--- src/rtc_pkg.sv ---
// Package with the constants and types of the RTC control register block.
package rtc_pkg;

  // Avalon-MM slave geometry.
  localparam int          AVS_ADDR_W       = 4;
  localparam int          AVS_DATA_W       = 32;
  localparam logic [3:0]  ADDR_CTRL        = 4'h4;
  localparam logic [3:0]  ADDR_IRQ_STATUS  = 4'h8;
  localparam logic [3:0]  ADDR_IRQ_MASK    = 4'hC;

  // Bit positions of the control and status register.
  localparam int          BIT_OSC_EN       = 7;
  localparam int          BIT_MCD_EN       = 6;
  localparam int          BIT_OSC_FAIL     = 5;
  localparam int          BIT_RUN          = 4;
  localparam int          BIT_ALARM_EN     = 3;
  localparam int          BIT_ALARM        = 2;
  localparam int          BIT_SET          = 1;
  localparam int          BIT_CAPTURE      = 0;

  // Bit positions of the interrupt status and mask registers.
  localparam int          IRQ_OSC_FAIL     = 0;
  localparam int          IRQ_ALARM        = 1;
  localparam int          IRQ_SET_DONE     = 2;
  localparam int          IRQ_CAP_DONE     = 3;
  localparam int          IRQ_W            = 4;

  // Values after reset.
  localparam logic [7:0]  CTRL_RESET       = 8'h00;
  localparam logic [3:0]  IRQ_RESET        = 4'h0;

  // Missing-clock timeout, as a time and as a count of system cycles.
  localparam int          SYS_CLK_PERIOD_NS = 50;
  localparam int          MCD_TIMEOUT_NS    = 100000;
  localparam int          MCD_CYCLES        =
    (MCD_TIMEOUT_NS + SYS_CLK_PERIOD_NS - 1) / SYS_CLK_PERIOD_NS;
  localparam int          MCD_CNT_W         = 12;
  localparam logic [11:0] MCD_LIMIT         = 12'(MCD_CYCLES);

  // Control outputs that steer the oscillator, detector and timer.
  typedef struct packed {
    logic osc_enable;
    logic missing_clock_detect_enable;
    logic timer_run;
    logic alarm_enable;
    logic timer_autoreset;
  } rtc_ctrl_type;

endpackage

--- src/rtc_mcd.sv ---
// Missing-clock detector watching the synchronised oscillator level.
`timescale 1ns/1ps
module rtc_mcd
  import rtc_pkg::*;
(
  input  wire logic sys_clk_i,
  input  wire logic srst_i,
  input  wire logic osc_clk_i,
  input  wire logic enable_i,
  output logic      fail_o
);

  logic [2:0]           sync_q;
  logic [2:0]           sync_d;
  logic                 level_q;
  logic                 level_d;
  logic [MCD_CNT_W-1:0] cnt_q;
  logic [MCD_CNT_W-1:0] cnt_d;
  logic                 fail_q;
  logic                 fail_d;

  // A level change counts once the second and third stages agree.
  always_comb
  begin
    sync_d  = {sync_q[1:0], osc_clk_i};
    level_d = (sync_q[1] == sync_q[2]) ? sync_q[2] : level_q;
    fail_d  = 1'b0;
    cnt_d   = cnt_q;
    if (!enable_i || level_d != level_q)
    begin
      cnt_d = '0;
    end
    else if (cnt_q < MCD_LIMIT)
    begin
      cnt_d = cnt_q + 12'h001;
    end
    else if (cnt_q == MCD_LIMIT)
    begin
      fail_d = 1'b1;
      cnt_d  = cnt_q + 12'h001; // One shot until the next level change or until the detector is disabled.
    end
  end

  // Registers of the synchroniser, the stall counter and the pulse.
  always_ff @(posedge sys_clk_i)
  begin
    if (srst_i)
    begin
      sync_q  <= 3'h0;
      level_q <= 1'b0;
      cnt_q   <= '0;
      fail_q  <= 1'b0;
    end
    else
    begin
      sync_q  <= sync_d;
      level_q <= level_d;
      cnt_q   <= cnt_d;
      fail_q  <= fail_d;
    end
  end

  assign fail_o = fail_q;
endmodule

--- src/rtc_ctrl.sv ---
// RTC control and status register with Avalon-MM slave and interrupt.
`timescale 1ns/1ps
module rtc_ctrl
  import rtc_pkg::*;
(
  input  wire logic                     sys_clk_i,
  input  wire logic                     srst_i,
  input  wire logic [AVS_ADDR_W-1:0]    avs_address_i,
  input  wire logic                     avs_read_i,
  input  wire logic                     avs_write_i,
  input  wire logic [AVS_DATA_W-1:0]    avs_writedata_i,
  input  wire logic [3:0]               avs_byteenable_i,
  output logic      [AVS_DATA_W-1:0]    avs_readdata_o,
  output logic                          avs_waitrequest_o,
  input  wire logic                     osc_clk_i,
  input  wire logic                     alarm_match_i,
  input  wire logic                     set_done_i,
  input  wire logic                     capture_done_i,
  output rtc_pkg::rtc_ctrl_type         ctrl_o,
  output logic                          set_req_o,
  output logic                          capture_req_o,
  output logic                          irq_o
);

  rtc_ctrl_type          ctrl_q;
  rtc_ctrl_type          ctrl_d;
  logic                  osc_fail_q;
  logic                  osc_fail_d;
  logic                  alarm_flag_q;
  logic                  alarm_flag_d;
  logic                  set_q;
  logic                  set_d;
  logic                  cap_q;
  logic                  cap_d;
  logic [IRQ_W-1:0]      status_q;
  logic [IRQ_W-1:0]      status_d;
  logic [IRQ_W-1:0]      mask_q;
  logic [IRQ_W-1:0]      mask_d;
  logic                  irq_q;
  logic                  irq_d;
  logic                  wait_q;
  logic                  wait_d;
  logic [AVS_DATA_W-1:0] rdata_q;
  logic [AVS_DATA_W-1:0] rdata_d;
  logic                  mcd_fail;
  logic                  acc;
  logic                  wr_ctrl;
  logic                  rd_status;
  logic [7:0]            ctrl_rd;
  logic [7:0]            wd;

  // Missing-clock detector on the oscillator pin.
  rtc_mcd u_mcd (
    .sys_clk_i (sys_clk_i),
    .srst_i    (srst_i),
    .osc_clk_i (osc_clk_i),
    .enable_i  (ctrl_q.missing_clock_detect_enable),
    .fail_o    (mcd_fail)
  );

  // Bus handshake: a request is answered one cycle after it is seen.
  assign acc       = (avs_read_i || avs_write_i) && !wait_q;
  assign wd        = avs_writedata_i[7:0];
  assign wr_ctrl   = acc && avs_write_i && avs_byteenable_i[0]
                     && avs_address_i == ADDR_CTRL;
  assign rd_status = acc && avs_read_i && avs_address_i == ADDR_IRQ_STATUS;

  // Read view of the control register; bit 2 shows the alarm flag.
  always_comb
  begin
    ctrl_rd               = 8'h00;
    ctrl_rd[BIT_OSC_EN]   = ctrl_q.osc_enable;
    ctrl_rd[BIT_MCD_EN]   = ctrl_q.missing_clock_detect_enable;
    ctrl_rd[BIT_OSC_FAIL] = osc_fail_q;
    ctrl_rd[BIT_RUN]      = ctrl_q.timer_run;
    ctrl_rd[BIT_ALARM_EN] = ctrl_q.alarm_enable;
    ctrl_rd[BIT_ALARM]    = alarm_flag_q;
    ctrl_rd[BIT_SET]      = set_q;
    ctrl_rd[BIT_CAPTURE]  = cap_q;
  end

  // Bus slave next state: wait control and registered read data.
  always_comb
  begin
    wait_d  = !((avs_read_i || avs_write_i) && wait_q);
    rdata_d = rdata_q;
    if ((avs_read_i || avs_write_i) && wait_q)
    begin
      if (!avs_read_i)
      begin
        rdata_d = '0;
      end
      else if (avs_address_i == ADDR_CTRL)
      begin
        rdata_d = {24'h000000, ctrl_rd};
      end
      else if (avs_address_i == ADDR_IRQ_STATUS)
      begin
        rdata_d = {28'h0000000, status_q};
      end
      else if (avs_address_i == ADDR_IRQ_MASK)
      begin
        rdata_d = {28'h0000000, mask_q};
      end
      else
      begin
        rdata_d = '0;
      end
    end
  end

  // Control bits, hardware flags and the set and capture requests.
  always_comb
  begin
    ctrl_d       = ctrl_q;
    osc_fail_d   = osc_fail_q;
    alarm_flag_d = alarm_flag_q && alarm_match_i;
    set_d        = set_q && !set_done_i;
    cap_d        = cap_q && !capture_done_i;
    if (wr_ctrl)
    begin
      ctrl_d.osc_enable                  = wd[BIT_OSC_EN];
      ctrl_d.missing_clock_detect_enable = wd[BIT_MCD_EN];
      ctrl_d.timer_run                   = wd[BIT_RUN];
      ctrl_d.alarm_enable                = wd[BIT_ALARM_EN];
      ctrl_d.timer_autoreset             = wd[BIT_ALARM];
      osc_fail_d                         = wd[BIT_OSC_FAIL];
      alarm_flag_d                       = 1'b0;
      set_d                              = set_d || wd[BIT_SET];
      cap_d                              = cap_d || wd[BIT_CAPTURE];
    end
    // A detector event wins over a software clear in the same cycle.
    if (mcd_fail && ctrl_q.missing_clock_detect_enable)
    begin
      osc_fail_d = 1'b1;
    end
    // A match wins over a clear only if alarms are enabled both before and after the write.
    if (alarm_match_i && ctrl_d.alarm_enable && ctrl_q.alarm_enable)
    begin
      alarm_flag_d = 1'b1;
    end
  end

  // Sticky interrupt status, cleared by a read, with events winning.
  always_comb
  begin
    status_d = rd_status ? IRQ_RESET : status_q;
    mask_d   = mask_q;
    if (acc && avs_write_i && avs_byteenable_i[0]
        && avs_address_i == ADDR_IRQ_MASK)
    begin
      mask_d = avs_writedata_i[IRQ_W-1:0];
    end
    if (osc_fail_d && !osc_fail_q)
    begin
      status_d[IRQ_OSC_FAIL] = 1'b1;
    end
    if (alarm_flag_d && !alarm_flag_q)
    begin
      status_d[IRQ_ALARM] = 1'b1;
    end
    if (set_q && set_done_i)
    begin
      status_d[IRQ_SET_DONE] = 1'b1;
    end
    if (cap_q && capture_done_i)
    begin
      status_d[IRQ_CAP_DONE] = 1'b1;
    end
    irq_d = |(status_d & mask_d);
  end

  // Registers of the whole block.
  always_ff @(posedge sys_clk_i)
  begin
    if (srst_i)
    begin
      ctrl_q       <= rtc_ctrl_type'(5'h00);
      osc_fail_q   <= CTRL_RESET[BIT_OSC_FAIL];
      alarm_flag_q <= CTRL_RESET[BIT_ALARM];
      set_q        <= CTRL_RESET[BIT_SET];
      cap_q        <= CTRL_RESET[BIT_CAPTURE];
      status_q     <= IRQ_RESET;
      mask_q       <= IRQ_RESET;
      irq_q        <= 1'b0;
      wait_q       <= 1'b1;
      rdata_q      <= '0;
    end
    else
    begin
      ctrl_q       <= ctrl_d;
      osc_fail_q   <= osc_fail_d;
      alarm_flag_q <= alarm_flag_d;
      set_q        <= set_d;
      cap_q        <= cap_d;
      status_q     <= status_d;
      mask_q       <= mask_d;
      irq_q        <= irq_d;
      wait_q       <= wait_d;
      rdata_q      <= rdata_d;
    end
  end

  // Outputs straight from flip-flops.
  assign ctrl_o            = ctrl_q;
  assign set_req_o         = set_q;
  assign capture_req_o     = cap_q;
  assign irq_o             = irq_q;
  assign avs_waitrequest_o = wait_q;
  assign avs_readdata_o    = rdata_q;
endmodule

--- config.mk ---
export PLATFORM = sky130hd
export DESIGN_NAME = rtc_ctrl
export DESIGN_NICKNAME = d
export VERILOG_FILES = /design/src/rtc_pkg.sv /design/src/rtc_mcd.sv /design/src/rtc_ctrl.sv
export SDC_FILE = /design/constraint.sdc
export NUM_CORES = 1
export LEC_CHECK = 0
export ABC_AREA = 0
export BUFFER_PORTS_ARGS = -buffer_cell sky130_fd_sc_hd__buf_2
export CAP_MARGIN = 20
export CORE_UTILIZATION = 25
export DETAILED_ROUTE_END_ITERATION = 8
export GPL_ROUTABILITY_DRIVEN = 0
export PLACE_DENSITY_LB_ADDON = 0.15
export SLEW_MARGIN = 20
export SYNTH_ARGS = -nofsm -noshare
export SYNTH_HDL_FRONTEND = slang
export SYNTH_HIERARCHICAL = 1
export SYNTH_SLANG_ARGS = --single-unit
--- constraint.sdc ---
create_clock -name sys_clk_i -period 4.5 [get_ports sys_clk_i]
set_clock_uncertainty 0.2 [all_clocks]
set_input_delay 0.9 -clock sys_clk_i [delete_from_list [all_inputs] [get_ports sys_clk_i]]
set_output_delay 0.9 -clock sys_clk_i [all_outputs]
set_load 0.01 [all_outputs]
# ---- Word level (Yosys, flattened, before mapping)
# Cells that the tools add are included.
dict set report totals {
  latchBits 0
  mem_bits_rw 0
  register_bits 68
  out_inout_bits 41
  mem_bits_ro 0
  n_memories 0
}
dict set report op_classes {
  eq_ne 6
  multipliers 0
  n_reduce_logical 33
  addsub 1
  div 0
  n_lt_le_gt_ge 1
  n_bitwise 1
  muxes 21
  shift 0
}
# op n
set ops {}
lappend ops {{two-way mux 12 bit} 2}
lappend ops {{logical AND 1 bit} 18}
lappend ops {{two-way mux 4 bit} 4}
lappend ops {{two-way mux 8 bit} 2}
lappend ops {{adder 12 x 1 -> 12 bit (second input constant)} 1}
lappend ops {{== test 12 x 11 -> 1 bit (second input constant)} 1}
lappend ops {{< comparator 12 x 11 -> 1 bit (second input constant)} 1}
lappend ops {{two-way mux 1 bit} 12}
lappend ops {{== test 4 bit (second input constant)} 2}
lappend ops {{zero test 1 bit} 7}
lappend ops {{bitwise AND 4 bit} 1}
lappend ops {{== test 4 x 3 -> 1 bit (second input constant)} 1}
lappend ops {{logical OR 1 bit} 4}
lappend ops {{OR reduction 4 bit} 1}
lappend ops {{OR reduction 3 bit} 1}
lappend ops {{two-way mux 2 bit} 1}
lappend ops {{nonzero test 2 bit} 1}
lappend ops {{OR reduction 2 bit} 1}
lappend ops {{== test 1 bit} 1}
lappend ops {{!= test 1 bit} 1}

# ---- Logic depth before layout (Yosys ltp)
# Gate-level depths: netlist of run 1.
dict set report depth {
  ltp_word 13
  depth_mapped 7
  ltp_nobuf 6
}

# ---- Modules after synthesis
# The synthesis of run 1 kept the hierarchy.
# mod area_each_um2 cells_per_inst n_inst seq_area_each_um2
set modules_own_cells {}
lappend modules_own_cells {rtc_ctrl 1318.8 148 1 540.5}
lappend modules_own_cells {rtc_mcd 777.0 88 1 340.3}

# ---- Least setup slack after synthesis of run 1
# No wires, ideal clock.
dict set report synth_timing {
  path_kind {input to register}
  startpoint {input port avs_address_i[1]}
  endpoint {register irq_q, in the netlist irq_o}
  stages 6
  slack_ps 1862
  arrival_ps 2316
  setup_time_ps 122
  required_ps 4178
  path_buffers 1
  path_cell_list {or4b_1 -> buf_6 -> o311ai_4 -> o32a_2 -> o32ai_1 -> a221o_1}
}
dict set report synth_between {
  elab_chain_len 10
  elab_cells_between_ends 23
  classes_between {3 x eq/ne; 11 x mux; 1 x bitwise; 8 x reduce/logical}
}
# item line
set synth_lines {}
lappend synth_lines {{start: declaration} rtc_ctrl.sv:8} ;# input wire logic [AVS_ADDR_W-1:0] avs_address_i,
lappend synth_lines {{== test 4 x 3 -> 1 bit} rtc_ctrl.sv:65} ;# && avs_address_i == ADDR_CTRL;
lappend synth_lines {{logical AND 1 bit} rtc_ctrl.sv:65}
lappend synth_lines {{two-way mux 2 bit} rtc_ctrl.sv:120} ;# if (wr_ctrl)
lappend synth_lines {{logical AND 1 bit (2 in a row)} rtc_ctrl.sv:138} ;# if (alarm_match_i && ctrl_d.alarm_enable && ctrl_q.alarm_enable)
lappend synth_lines {{two-way mux 1 bit} rtc_ctrl.sv:138}
lappend synth_lines {{logical AND 1 bit} rtc_ctrl.sv:158} ;# if (alarm_flag_d && !alarm_flag_q)
lappend synth_lines {{two-way mux 1 bit} rtc_ctrl.sv:158}
lappend synth_lines {{bitwise AND 4 bit (*)} rtc_ctrl.sv:170} ;# irq_d = |(status_d & mask_d);
lappend synth_lines {{OR reduction 4 bit (*)} rtc_ctrl.sv:170}
lappend synth_lines {{end signal: assignment} rtc_ctrl.sv:198} ;# irq_q <= irq_d;
lappend synth_lines {{end: declaration} rtc_ctrl.sv:39} ;# logic irq_q;
# Every way passes the cells marked *; elsewhere a longest branch is shown, timed or not.
# A chain may end at the register's enable or synchronous reset.

# ---- Worst setup path after layout of run 1
# Ends and elaborated chain as after synthesis.

==> flow_summary.json, run 1 <==
{
  "hold_violations": 0,
  "wl_per_cell_um": 12.2,
  "worstHoldEndpoint": "u_mcd/sync_q[1]$_SDFF_PP0_",
  "fmax_mhz": 363,
  "ant_nets": 0,
  "yosys_warnings": 6,
  "final_common_cell": "dfxtp_1",
  "fin_crit_ns": 2.76,
  "p_int_uw": 529,
  "ys_seq_area_share_pct": 42.0,
  "drt-total-wl_mm": 4.65,
  "grt.total_usage_pct": 11.6,
  "cts-buffers-inserted": 5,
  "vias_per_cell": 4.50,
  "critPathKind": "input port to flip-flop",
  "synth_top_family_by_area": "simple AND/OR/NAND/NOR gates",
  "rsz0062_at_grt": "false",
  "max-slew-margin-rel_pct": 60.1,
  "status": "finished clean",
  "synth_area_um2": 2100,
  "clkPwrFrac_pct": 37.3,
  "synthArstFlopShare_pct": 0,
  "areaGrowthSynthToFinish_pct": 13.6,
  "clk_pin_slew_worst_paths_ns": 0.09,
  "core_area_um2": 8180,
  "synth_cells": 236,
  "chipHeight_um": 93.6,
  "cts_tree": "done",
  "timing.rr.start": "u_mcd/cnt_q[0]$_SDFFE_PP0P_",
  "clkSinkCount": 44,
  "combPwrFrac_pct": 6.5,
  "die_w_um": 93.6,
  "fill_cells": 899,
  "tns_ns": 0,
  "dieArea_um2": 8750,
  "synth_compound_gate_area_share_pct": 16.7,
  "holdPathStages": 1,
  "crit_path_end_kind": "flip-flop",
  "peakVddDrop_mv": 0.0903,
  "grt_pass1_vias": 1663,
  "finalCritPeriodShare_pct": 61.3,
  "synthXorXnorAreaFrac_pct": 0.418,
  "reg2reg_depth": 6,
  "rows": 33,
  "synthAdderAreaFrac_pct": 1.19,
  "antenna_found_initial": 0,
  "grt_pass1_wl_mm": 7.91,
  "yosys_register_bits": 44,
  "cts_resized": 0,
  "min_from": "u_mcd/sync_q[0]$_SDFF_PP0_",
  "leakage_nw": 0.968,
  "cts-htree-levels": 2,
  "drv_cap": 0,
  "initialDrtViolationCount": 55,
  "synthFlopType": "dfxtp_1",
  "finalWorstSetupSlack_ns": 1.74,
  "synth_simple_gate_area_share_pct": 24.6,
  "syn_area_per_cell_um2": 8.88,
  "root_buffer": "clkbuf_8",
  "final_cell_mix": "dfxtp_1, buf_2, nor2_1, conb_1, a21oi_1",
  "hold_class": "flip-flop to flip-flop",
  "synth_edf_count": 0,
  "nets": 324,
  "io_buffers": 37,
  "io_pins": 89,
  "dp_slack_ns": 1.41,
  "cp_max_fo": 5,
  "tightest_slew_ns": 0.597,
  "swShare_pct": 24.5,
  "regArea_um2": 881,
  "clk_latency_ns": 0.30,
  "drive_above_1_share_pct": 20.0,
  "multiInputGateArea_um2": 1060,
  "cts_buffer_depth": 2,
  "crit_arrival_ns": 2.75,
  "r2r_slack_ns": 2.56,
  "firstDrtPassIters": 4,
  "utilization_pct": 29.1,
  "fin_total_pwr_uw": 700,
  "grt_max_degree": 29,
  "start_util_pct": 25.6,
  "dp_hpwl_mm": 3.40,
  "gr-total-overflow": 0,
  "vias": 1710,
  "start_kind": "input port",
  "synth_mux_area_share_pct": 3.46,
  "pwr_density_cell_nw_per_um2": 294,
  "slew_viol_final": 0,
  "holdBufCountCts": 0,
  "antenna_cells": 0,
  "synth_cell_types": 50,
  "postCtsSetupRepairBufs": 0,
  "pwr-share-seq_pct": 56.2,
  "power_switching_uw": 172,
  "cp.required_ns": 4.50,
  "setup_viol": 0,
  "drc": 0,
  "timing.rr.end": "u_mcd/cnt_q[3]$_SDFFE_PP0P_"
}
-- cell type report --
type                            count  area share, %
Clock buffer                        6           3.47
Clock inverter                      2          0.420
Inverter                            6          0.946
Multi-Input combinational cell    179           44.6
Sequential cell                    44           37.0
Tap cell                          105           5.52
Timing Repair Buffer               38           8.09
-- per-layer routing --
metal | global-route usage [%] | wire length [um]
met5 | 0 | 0
met2 | 18.0 | 1970
met3 | 2.76 | 293
met1 | 15.3 | 2310
met4 | 5.13 | 78
-- critical path, cell delays in order --
cell	delay [ns]
buf_2	0.11
or3b_2	0.53
nor3b_1	0.53
o22a_1	0.29
o32ai_1	0.11
a221o_1	0.28
-- power by group through the flow --
| stage | Combinational, mW | Sequential [mW] | Clock (mW) |
|---|---|---|---|
| 4_1_cts | 0.0460 | 0.393 | 0.275 |
| 5_1_grt | 0.0519 | 0.394 | 0.290 |
| 3_5_place_dp | 0.0459 | 0.403 | 0 |
| 3_3_place_gp | 0.0462 | 0.403 | 0 |
| 6_report | 0.0458 | 0.393 | 0.261 |
| 2_1_floorplan | 0.0410 | 0.403 | 0 |
-- logic make-up after synthesis --
logic type | after synthesis
xor gates and xnor gates | 1
other | 1
DFF | 44
muxes | 7
AOI/OAI and AO/OA | 52
adders and majority gates | 2
buffers and inverters | 36
and+or+nand+nor | 93
-- sequential cells by signal, summed over array words and instances, names as in the netlist --
| register | count |
|---|---|
| u_mcd/cnt_q | 12 |
| avs_readdata_o | 8 |
| ctrl_o | 5 |
| mask_q | 4 |
| status_q | 4 |
| u_mcd/sync_q | 3 |
| alarm_flag_q | 1 |
| avs_waitrequest_o | 1 |
| capture_req_o | 1 |
| irq_o | 1 |
| osc_fail_q | 1 |
| set_req_o | 1 |
| u_mcd/fail_o | 1 |
| u_mcd/level_q | 1 |
-- how the worst max path moves through the flow --
stage / from / end / slack (ns)
floorplan: avs_address_i[1] / irq_o$_SDFF_PP0_ / 1.86
global placement: avs_address_i[1] / irq_o$_SDFF_PP0_ / 1.39
detailed placement: avs_address_i[1] / irq_o$_SDFF_PP0_ / 1.41
CTS: avs_address_i[1] / irq_o$_SDFF_PP0_ / 1.74
global route: avs_address_i[1] / irq_o$_SDFF_PP0_ / 1.65
finish: avs_address_i[1] / irq_o$_SDFF_PP0_ / 1.74
-- cells in the mapped netlist (2+ instances only) --
master,count,area [um2]
dfxtp_1,44,881
nor2_1,26,97.6
buf_4,24,180
a21oi_1,18,90.1
nand2_1,12,45.0
o21ai_0,12,60.1
a22oi_1,8,60.1
nand2b_1,7,43.8
or3_1,7,43.8
inv_1,6,22.5
nor2b_1,6,37.5
mux2i_1,5,50.1
and2_1,4,25.0
nor3_1,4,20.0
and3b_1,3,26.3
clkbuf_1,3,11.3
nand4_1,3,18.8
nor3b_1,3,22.5
nor4_1,3,18.8
and3_1,2,12.5
buf_6,2,22.5
ha_1,2,25.0
mux2_2,2,22.5
nand3_1,2,10.0
o22ai_1,2,12.5
or4b_1,2,20.0
-- through the flow --
stage               hold slack (ns)  cell area, um2  instances
floorplan                     0.214            2180        259
global placement              0.218            2290        372
detailed placement            0.222            2290        372
CTS                           0.241            2380        380
global route                  0.263            2380        380
finish                        0.240            2380        380
Power figures use the tool's default switching activity.
==> inputs of run 2 (changes only) <==
==> constraint.sdc (replaced) <==
create_clock -name sys_clk_i -period 2.8 [get_ports sys_clk_i]
set_clock_uncertainty 0.2 [all_clocks]
set_input_delay 0.56 -clock sys_clk_i [delete_from_list [all_inputs] [get_ports sys_clk_i]]
set_output_delay 0.56 -clock sys_clk_i [all_outputs]
set_load 0.01 [all_outputs]
==> flow_summary.json, run 2 (same netlist as run 1, synthesis figures left out) <==
{
  "tns_ns": 0,
  "crit_start": "avs_address_i[1]",
  "fmax_mhz": 454,
  "core_area_um2": 8180,
  "hold_class": "flip-flop to flip-flop",
  "drt-total-wl_mm": 4.74,
  "postCtsSetupRepairBufs": 0,
  "cts-htree-levels": 2,
  "vias_per_cell": 4.45,
  "io_pins": 89,
  "hold_violations": 0,
  "areaGrowthSynthToFinish_pct": 16.7,
  "finalCritPeriodShare_pct": 78.6,
  "drive_above_1_share_pct": 22.3,
  "power_switching_uw": 278,
  "p_int_uw": 856,
  "peakVddDrop_mv": 0.135,
  "dieArea_um2": 8750,
  "status": "finished clean",
  "timing.rr.end": "irq_o$_SDFF_PP0_",
  "swShare_pct": 24.5,
  "holdPathStages": 1,
  "cts_resized": 0,
  "clkPwrFrac_pct": 37.3,
  "cp_max_fo": 4,
  "rows": 33,
  "antenna_cells": 0,
  "cts_buffer_depth": 2,
  "grt_pass1_wl_mm": 7.80,
  "rsz0062_at_grt": "false",
  "chipHeight_um": 93.6,
  "cp-endpoint": "irq_o$_SDFF_PP0_",
  "grt_max_degree": 23,
  "fill_cells": 883,
  "clk_latency_ns": 0.30,
  "whs_ns": 0.247,
  "nets": 332,
  "fin_cells": 388,
  "pwr_density_cell_nw_per_um2": 463,
  "leakage_nw": 0.999,
  "clk_pin_slew_worst_paths_ns": 0.09,
  "final_common_cell": "dfxtp_1",
  "setup_viol": 0,
  "cts_tree": "done",
  "wl_per_cell_um": 12.2,
  "final_cell_mix": "dfxtp_1, buf_2, nor2_1, conb_1, a21oi_1",
  "antenna_found_initial": 0,
  "dp_cells": 380,
  "grt.total_usage_pct": 11.5,
  "combPwrFrac_pct": 6.9,
  "io_buffers": 37,
  "cp.required_ns": 2.80,
  "ant_nets": 0,
  "dp_hpwl_mm": 3.53,
  "slew_viol_final": 0,
  "gr-total-overflow": 0,
  "largest_register": "u_mcd/cnt_q",
  "multiInputGateArea_um2": 1060,
  "r2r_slack_ns": 0.85,
  "initialDrtViolationCount": 65,
  "fin_crit_ns": 2.20,
  "drv_cap": 0,
  "die_w_um": 93.6,
  "clkSinkCount": 44,
  "start_kind": "input port",
  "timing.rr.start": "avs_waitrequest_o$_SDFF_PP1_",
  "vias": 1728,
  "largest_register_ffs": 12,
  "grt_pass1_vias": 1640,
  "crit_arrival_ns": 2.20,
  "critPathKind": "input port to flip-flop",
  "regArea_um2": 881,
  "holdBufCountCts": 0,
  "firstDrtPassIters": 4,
  "crit_path_end_kind": "flip-flop",
  "drc": 0,
  "cts-buffers-inserted": 5,
  "root_buffer": "clkbuf_8",
  "pwr-share-seq_pct": 55.8,
  "reg2reg_depth": 4,
  "start_util_pct": 25.6
}
==> run 2: metal layers <==
layer / up-vias / routed length [um] / GRT usage, %
met1: 779 / 2300 / 14.7
met4: 0 / 69 / 4.87
met3: 10 / 322 / 2.93
met2: 53 / 2050 / 18.1
li1: 886 / - / -
met5: - / 0 / 0
==> run 2: final cells by class <==
class	count	area share, %
Clock buffer	6	3.38
Sequential cell	44	36.0
Tap cell	105	5.37
Timing Repair Buffer	46	10.3
Clock inverter	2	0.614
Multi-Input combinational cell	179	43.4
Inverter	6	0.921
==> run 2: stage by stage <==
step                area (um2)  util [%]  worst slack, ns  power, mW
floorplan                 2180         -            0.502      0.713
global placement          2350      28.7            0.296      0.726
detailed placement        2350      28.7            0.277      0.726
CTS                       2450      29.9            0.605       1.16
global route              2450      29.9            0.506       1.19
finish                    2450      29.9            0.599       1.13
==> run 2: power groups by stage <==
stage / Combinational [mW] / Sequential (mW) / Clock [mW]
3_5_place_dp: 0.0786 / 0.647 / 0
4_1_cts: 0.0788 / 0.632 / 0.444
3_3_place_gp: 0.0792 / 0.647 / 0
5_1_grt: 0.0878 / 0.633 / 0.474
2_1_floorplan: 0.0659 / 0.647 / 0
6_report: 0.0784 / 0.632 / 0.423
==> run 2: worst max-delay path, stage by stage <==
cell and delay (ns):
buf_2 0.12, or3b_2 0.48, nor3b_1 0.31, buf_4 0.20, o32a_2 0.17, o32ai_1 0.10
a221o_1 0.27
==> run 2: worst min path at each step <==
| stage | start | end | slack (ns) |
|---|---|---|---|
| 3_5_place_dp | u_mcd/sync_q[0]$_SDFF_PP0_ | u_mcd/sync_q[1]$_SDFF_PP0_ | 0.23 |
| 3_3_place_gp | u_mcd/sync_q[0]$_SDFF_PP0_ | u_mcd/sync_q[1]$_SDFF_PP0_ | 0.22 |
| 6_report | u_mcd/sync_q[0]$_SDFF_PP0_ | u_mcd/sync_q[1]$_SDFF_PP0_ | 0.25 |
| 5_1_grt | u_mcd/sync_q[0]$_SDFF_PP0_ | u_mcd/sync_q[1]$_SDFF_PP0_ | 0.26 |
| 4_1_cts | u_mcd/sync_q[0]$_SDFF_PP0_ | u_mcd/sync_q[1]$_SDFF_PP0_ | 0.25 |
| 2_1_floorplan | u_mcd/sync_q[0]$_SDFF_PP0_ | u_mcd/sync_q[1]$_SDFF_PP0_ | 0.21 |
==> inputs of run 3 (changes only) <==
==> constraint.sdc (replaced) <==
create_clock -name sys_clk_i -period 2.2 [get_ports sys_clk_i]
set_clock_uncertainty 0.2 [all_clocks]
set_input_delay 0.44 -clock sys_clk_i [delete_from_list [all_inputs] [get_ports sys_clk_i]]
set_output_delay 0.44 -clock sys_clk_i [all_outputs]
set_load 0.01 [all_outputs]
==> flow_summary.json, run 3 (same netlist as run 1, synthesis figures left out) <==
{
  "io_pins": 89,
  "leakage_nw": 1.05,
  "slew_viol_final": 0,
  "grt_pass1_vias": 1547,
  "dieArea_um2": 8750,
  "start_util_pct": 25.6,
  "critPathSlowestCell": "or4b_1",
  "root_buffer": "clkbuf_8",
  "wl_per_cell_um": 12.4,
  "antenna_cells": 0,
  "status": "finished clean",
  "firstDrtPassIters": 4,
  "grt_max_degree": 19,
  "initialDrtViolationCount": 49,
  "tns_ns": 0,
  "vias_per_cell": 4.38,
  "clk_pin_slew_worst_paths_ns": 0.09,
  "fin_total_pwr_mw": 1.53,
  "drt-total-wl_mm": 4.91,
  "holdBufCountCts": 0,
  "nets": 340,
  "cts_buffer_depth": 2,
  "cts_tree": "done",
  "cts_resized": 0,
  "postLayoutCellArea_um2": 2520,
  "pwr_density_cell_nw_per_um2": 608,
  "largest_register": "u_mcd/cnt_q",
  "final_common_cell": "dfxtp_1",
  "start_kind": "input port",
  "hold_violations": 0,
  "crit_family": "compound AO/OA/AOI/OAI gates",
  "die_w_um": 93.6,
  "largest_register_ffs": 12,
  "critPathKind": "input port to flip-flop",
  "rows": 33,
  "ant_nets": 0,
  "drive_above_1_share_pct": 24.1,
  "fin_crit_ns": 2.02,
  "io_buffers": 37,
  "grt.total_usage_pct": 11.5,
  "crit_path_end_kind": "flip-flop",
  "clk_latency_ns": 0.30,
  "crit_arrival_ns": 2.02,
  "peakVddDrop_mv": 0.222,
  "gr-total-overflow": 0,
  "vias": 1734,
  "cp.required_ns": 2.19,
  "core_area_um2": 8180,
  "hold_class": "input port to flip-flop",
  "clkSinkCount": 44,
  "setup_viol": 0,
  "cts-htree-levels": 2,
  "drv_cap": 0,
  "cp_max_fo": 4,
  "drc": 0,
  "antenna_found_initial": 0,
  "chipHeight_um": 93.6,
  "rsz0062_at_grt": "false",
  "postCtsSetupRepairBufs": 0,
  "finalCritPeriodShare_pct": 92.0,
  "path_buf_inv": 1,
  "areaGrowthSynthToFinish_pct": 20.1,
  "dp_hpwl_mm": 3.73,
  "grt_pass1_wl_mm": 7.66,
  "fill_cells": 892,
  "critPathMaxStageDelay_ns": 0.59,
  "placed_cell_area_um2": 2410,
  "fmax_mhz": 494,
  "final_cell_mix": "dfxtp_1, buf_2, nor2_1, conb_1, a21oi_1",
  "path_cells": "buf_2, or4b_1, o311ai_4, o32a_2, o32ai_1, a221o_1",
  "cts-buffers-inserted": 5
}
## run 3: area by class of cell
cell class / count / area, um2 / area share (%)
multi-input combinational: 179 / 1060 / 42.2
sequential: 44 / 881 / 35.0
timing repair buffer: 54 / 313 / 12.4
tap: 105 / 131 / 5.22
clock buffer: 6 / 72.6 / 2.88
clock inverter: 2 / 35.0 / 1.39
inverter: 6 / 22.5 / 0.895
## run 3: final timing paths
kind	depth (start not counted)	endpoint	slack, ns	startpoint
worst max-delay path	6	irq_o$_SDFF_PP0_	0.18	avs_address_i[1]
worst min-delay path	2	u_mcd/sync_q[0]$_SDFF_PP0_	0.16	osc_clk_i
worst max register to register	4	irq_o$_SDFF_PP0_	0.25	avs_waitrequest_o$_SDFF_PP1_
worst min register to register	1	u_mcd/sync_q[1]$_SDFF_PP0_	0.24	u_mcd/sync_q[0]$_SDFF_PP0_
## run 3: per-stage QoR
step / setup slack (ns) / hold WS, ns / instances / utilization, %
after floorplan: 0.0222 / 0.214 / 259 / -
after detailed placement: -0.145 / 0.226 / 388 / 29.5
final: 0.176 / 0.157 / 396 / 30.8
after global routing: 0.137 / 0.173 / 396 / 30.8
after global placement: -0.151 / 0.220 / 388 / 29.5
after CTS: 0.175 / 0.156 / 396 / 30.8
## run 3: routing by layer
metal	GRT usage, %	vias to the layer above	share of wire [%]
met3	2.76	8	4.6
met2	18.2	43	44
met4	4.62	0	1.6
met5	0	-	0
li1	-	899	-
met1	15.1	784	50
## run 3: report_power, final
part           internal [mW]  switching (mW)  total, mW
Combinational         0.0407          0.0676      0.108
Clock                  0.337           0.279      0.617
Sequential             0.801         0.00416      0.805
Total                   1.18           0.351       1.53
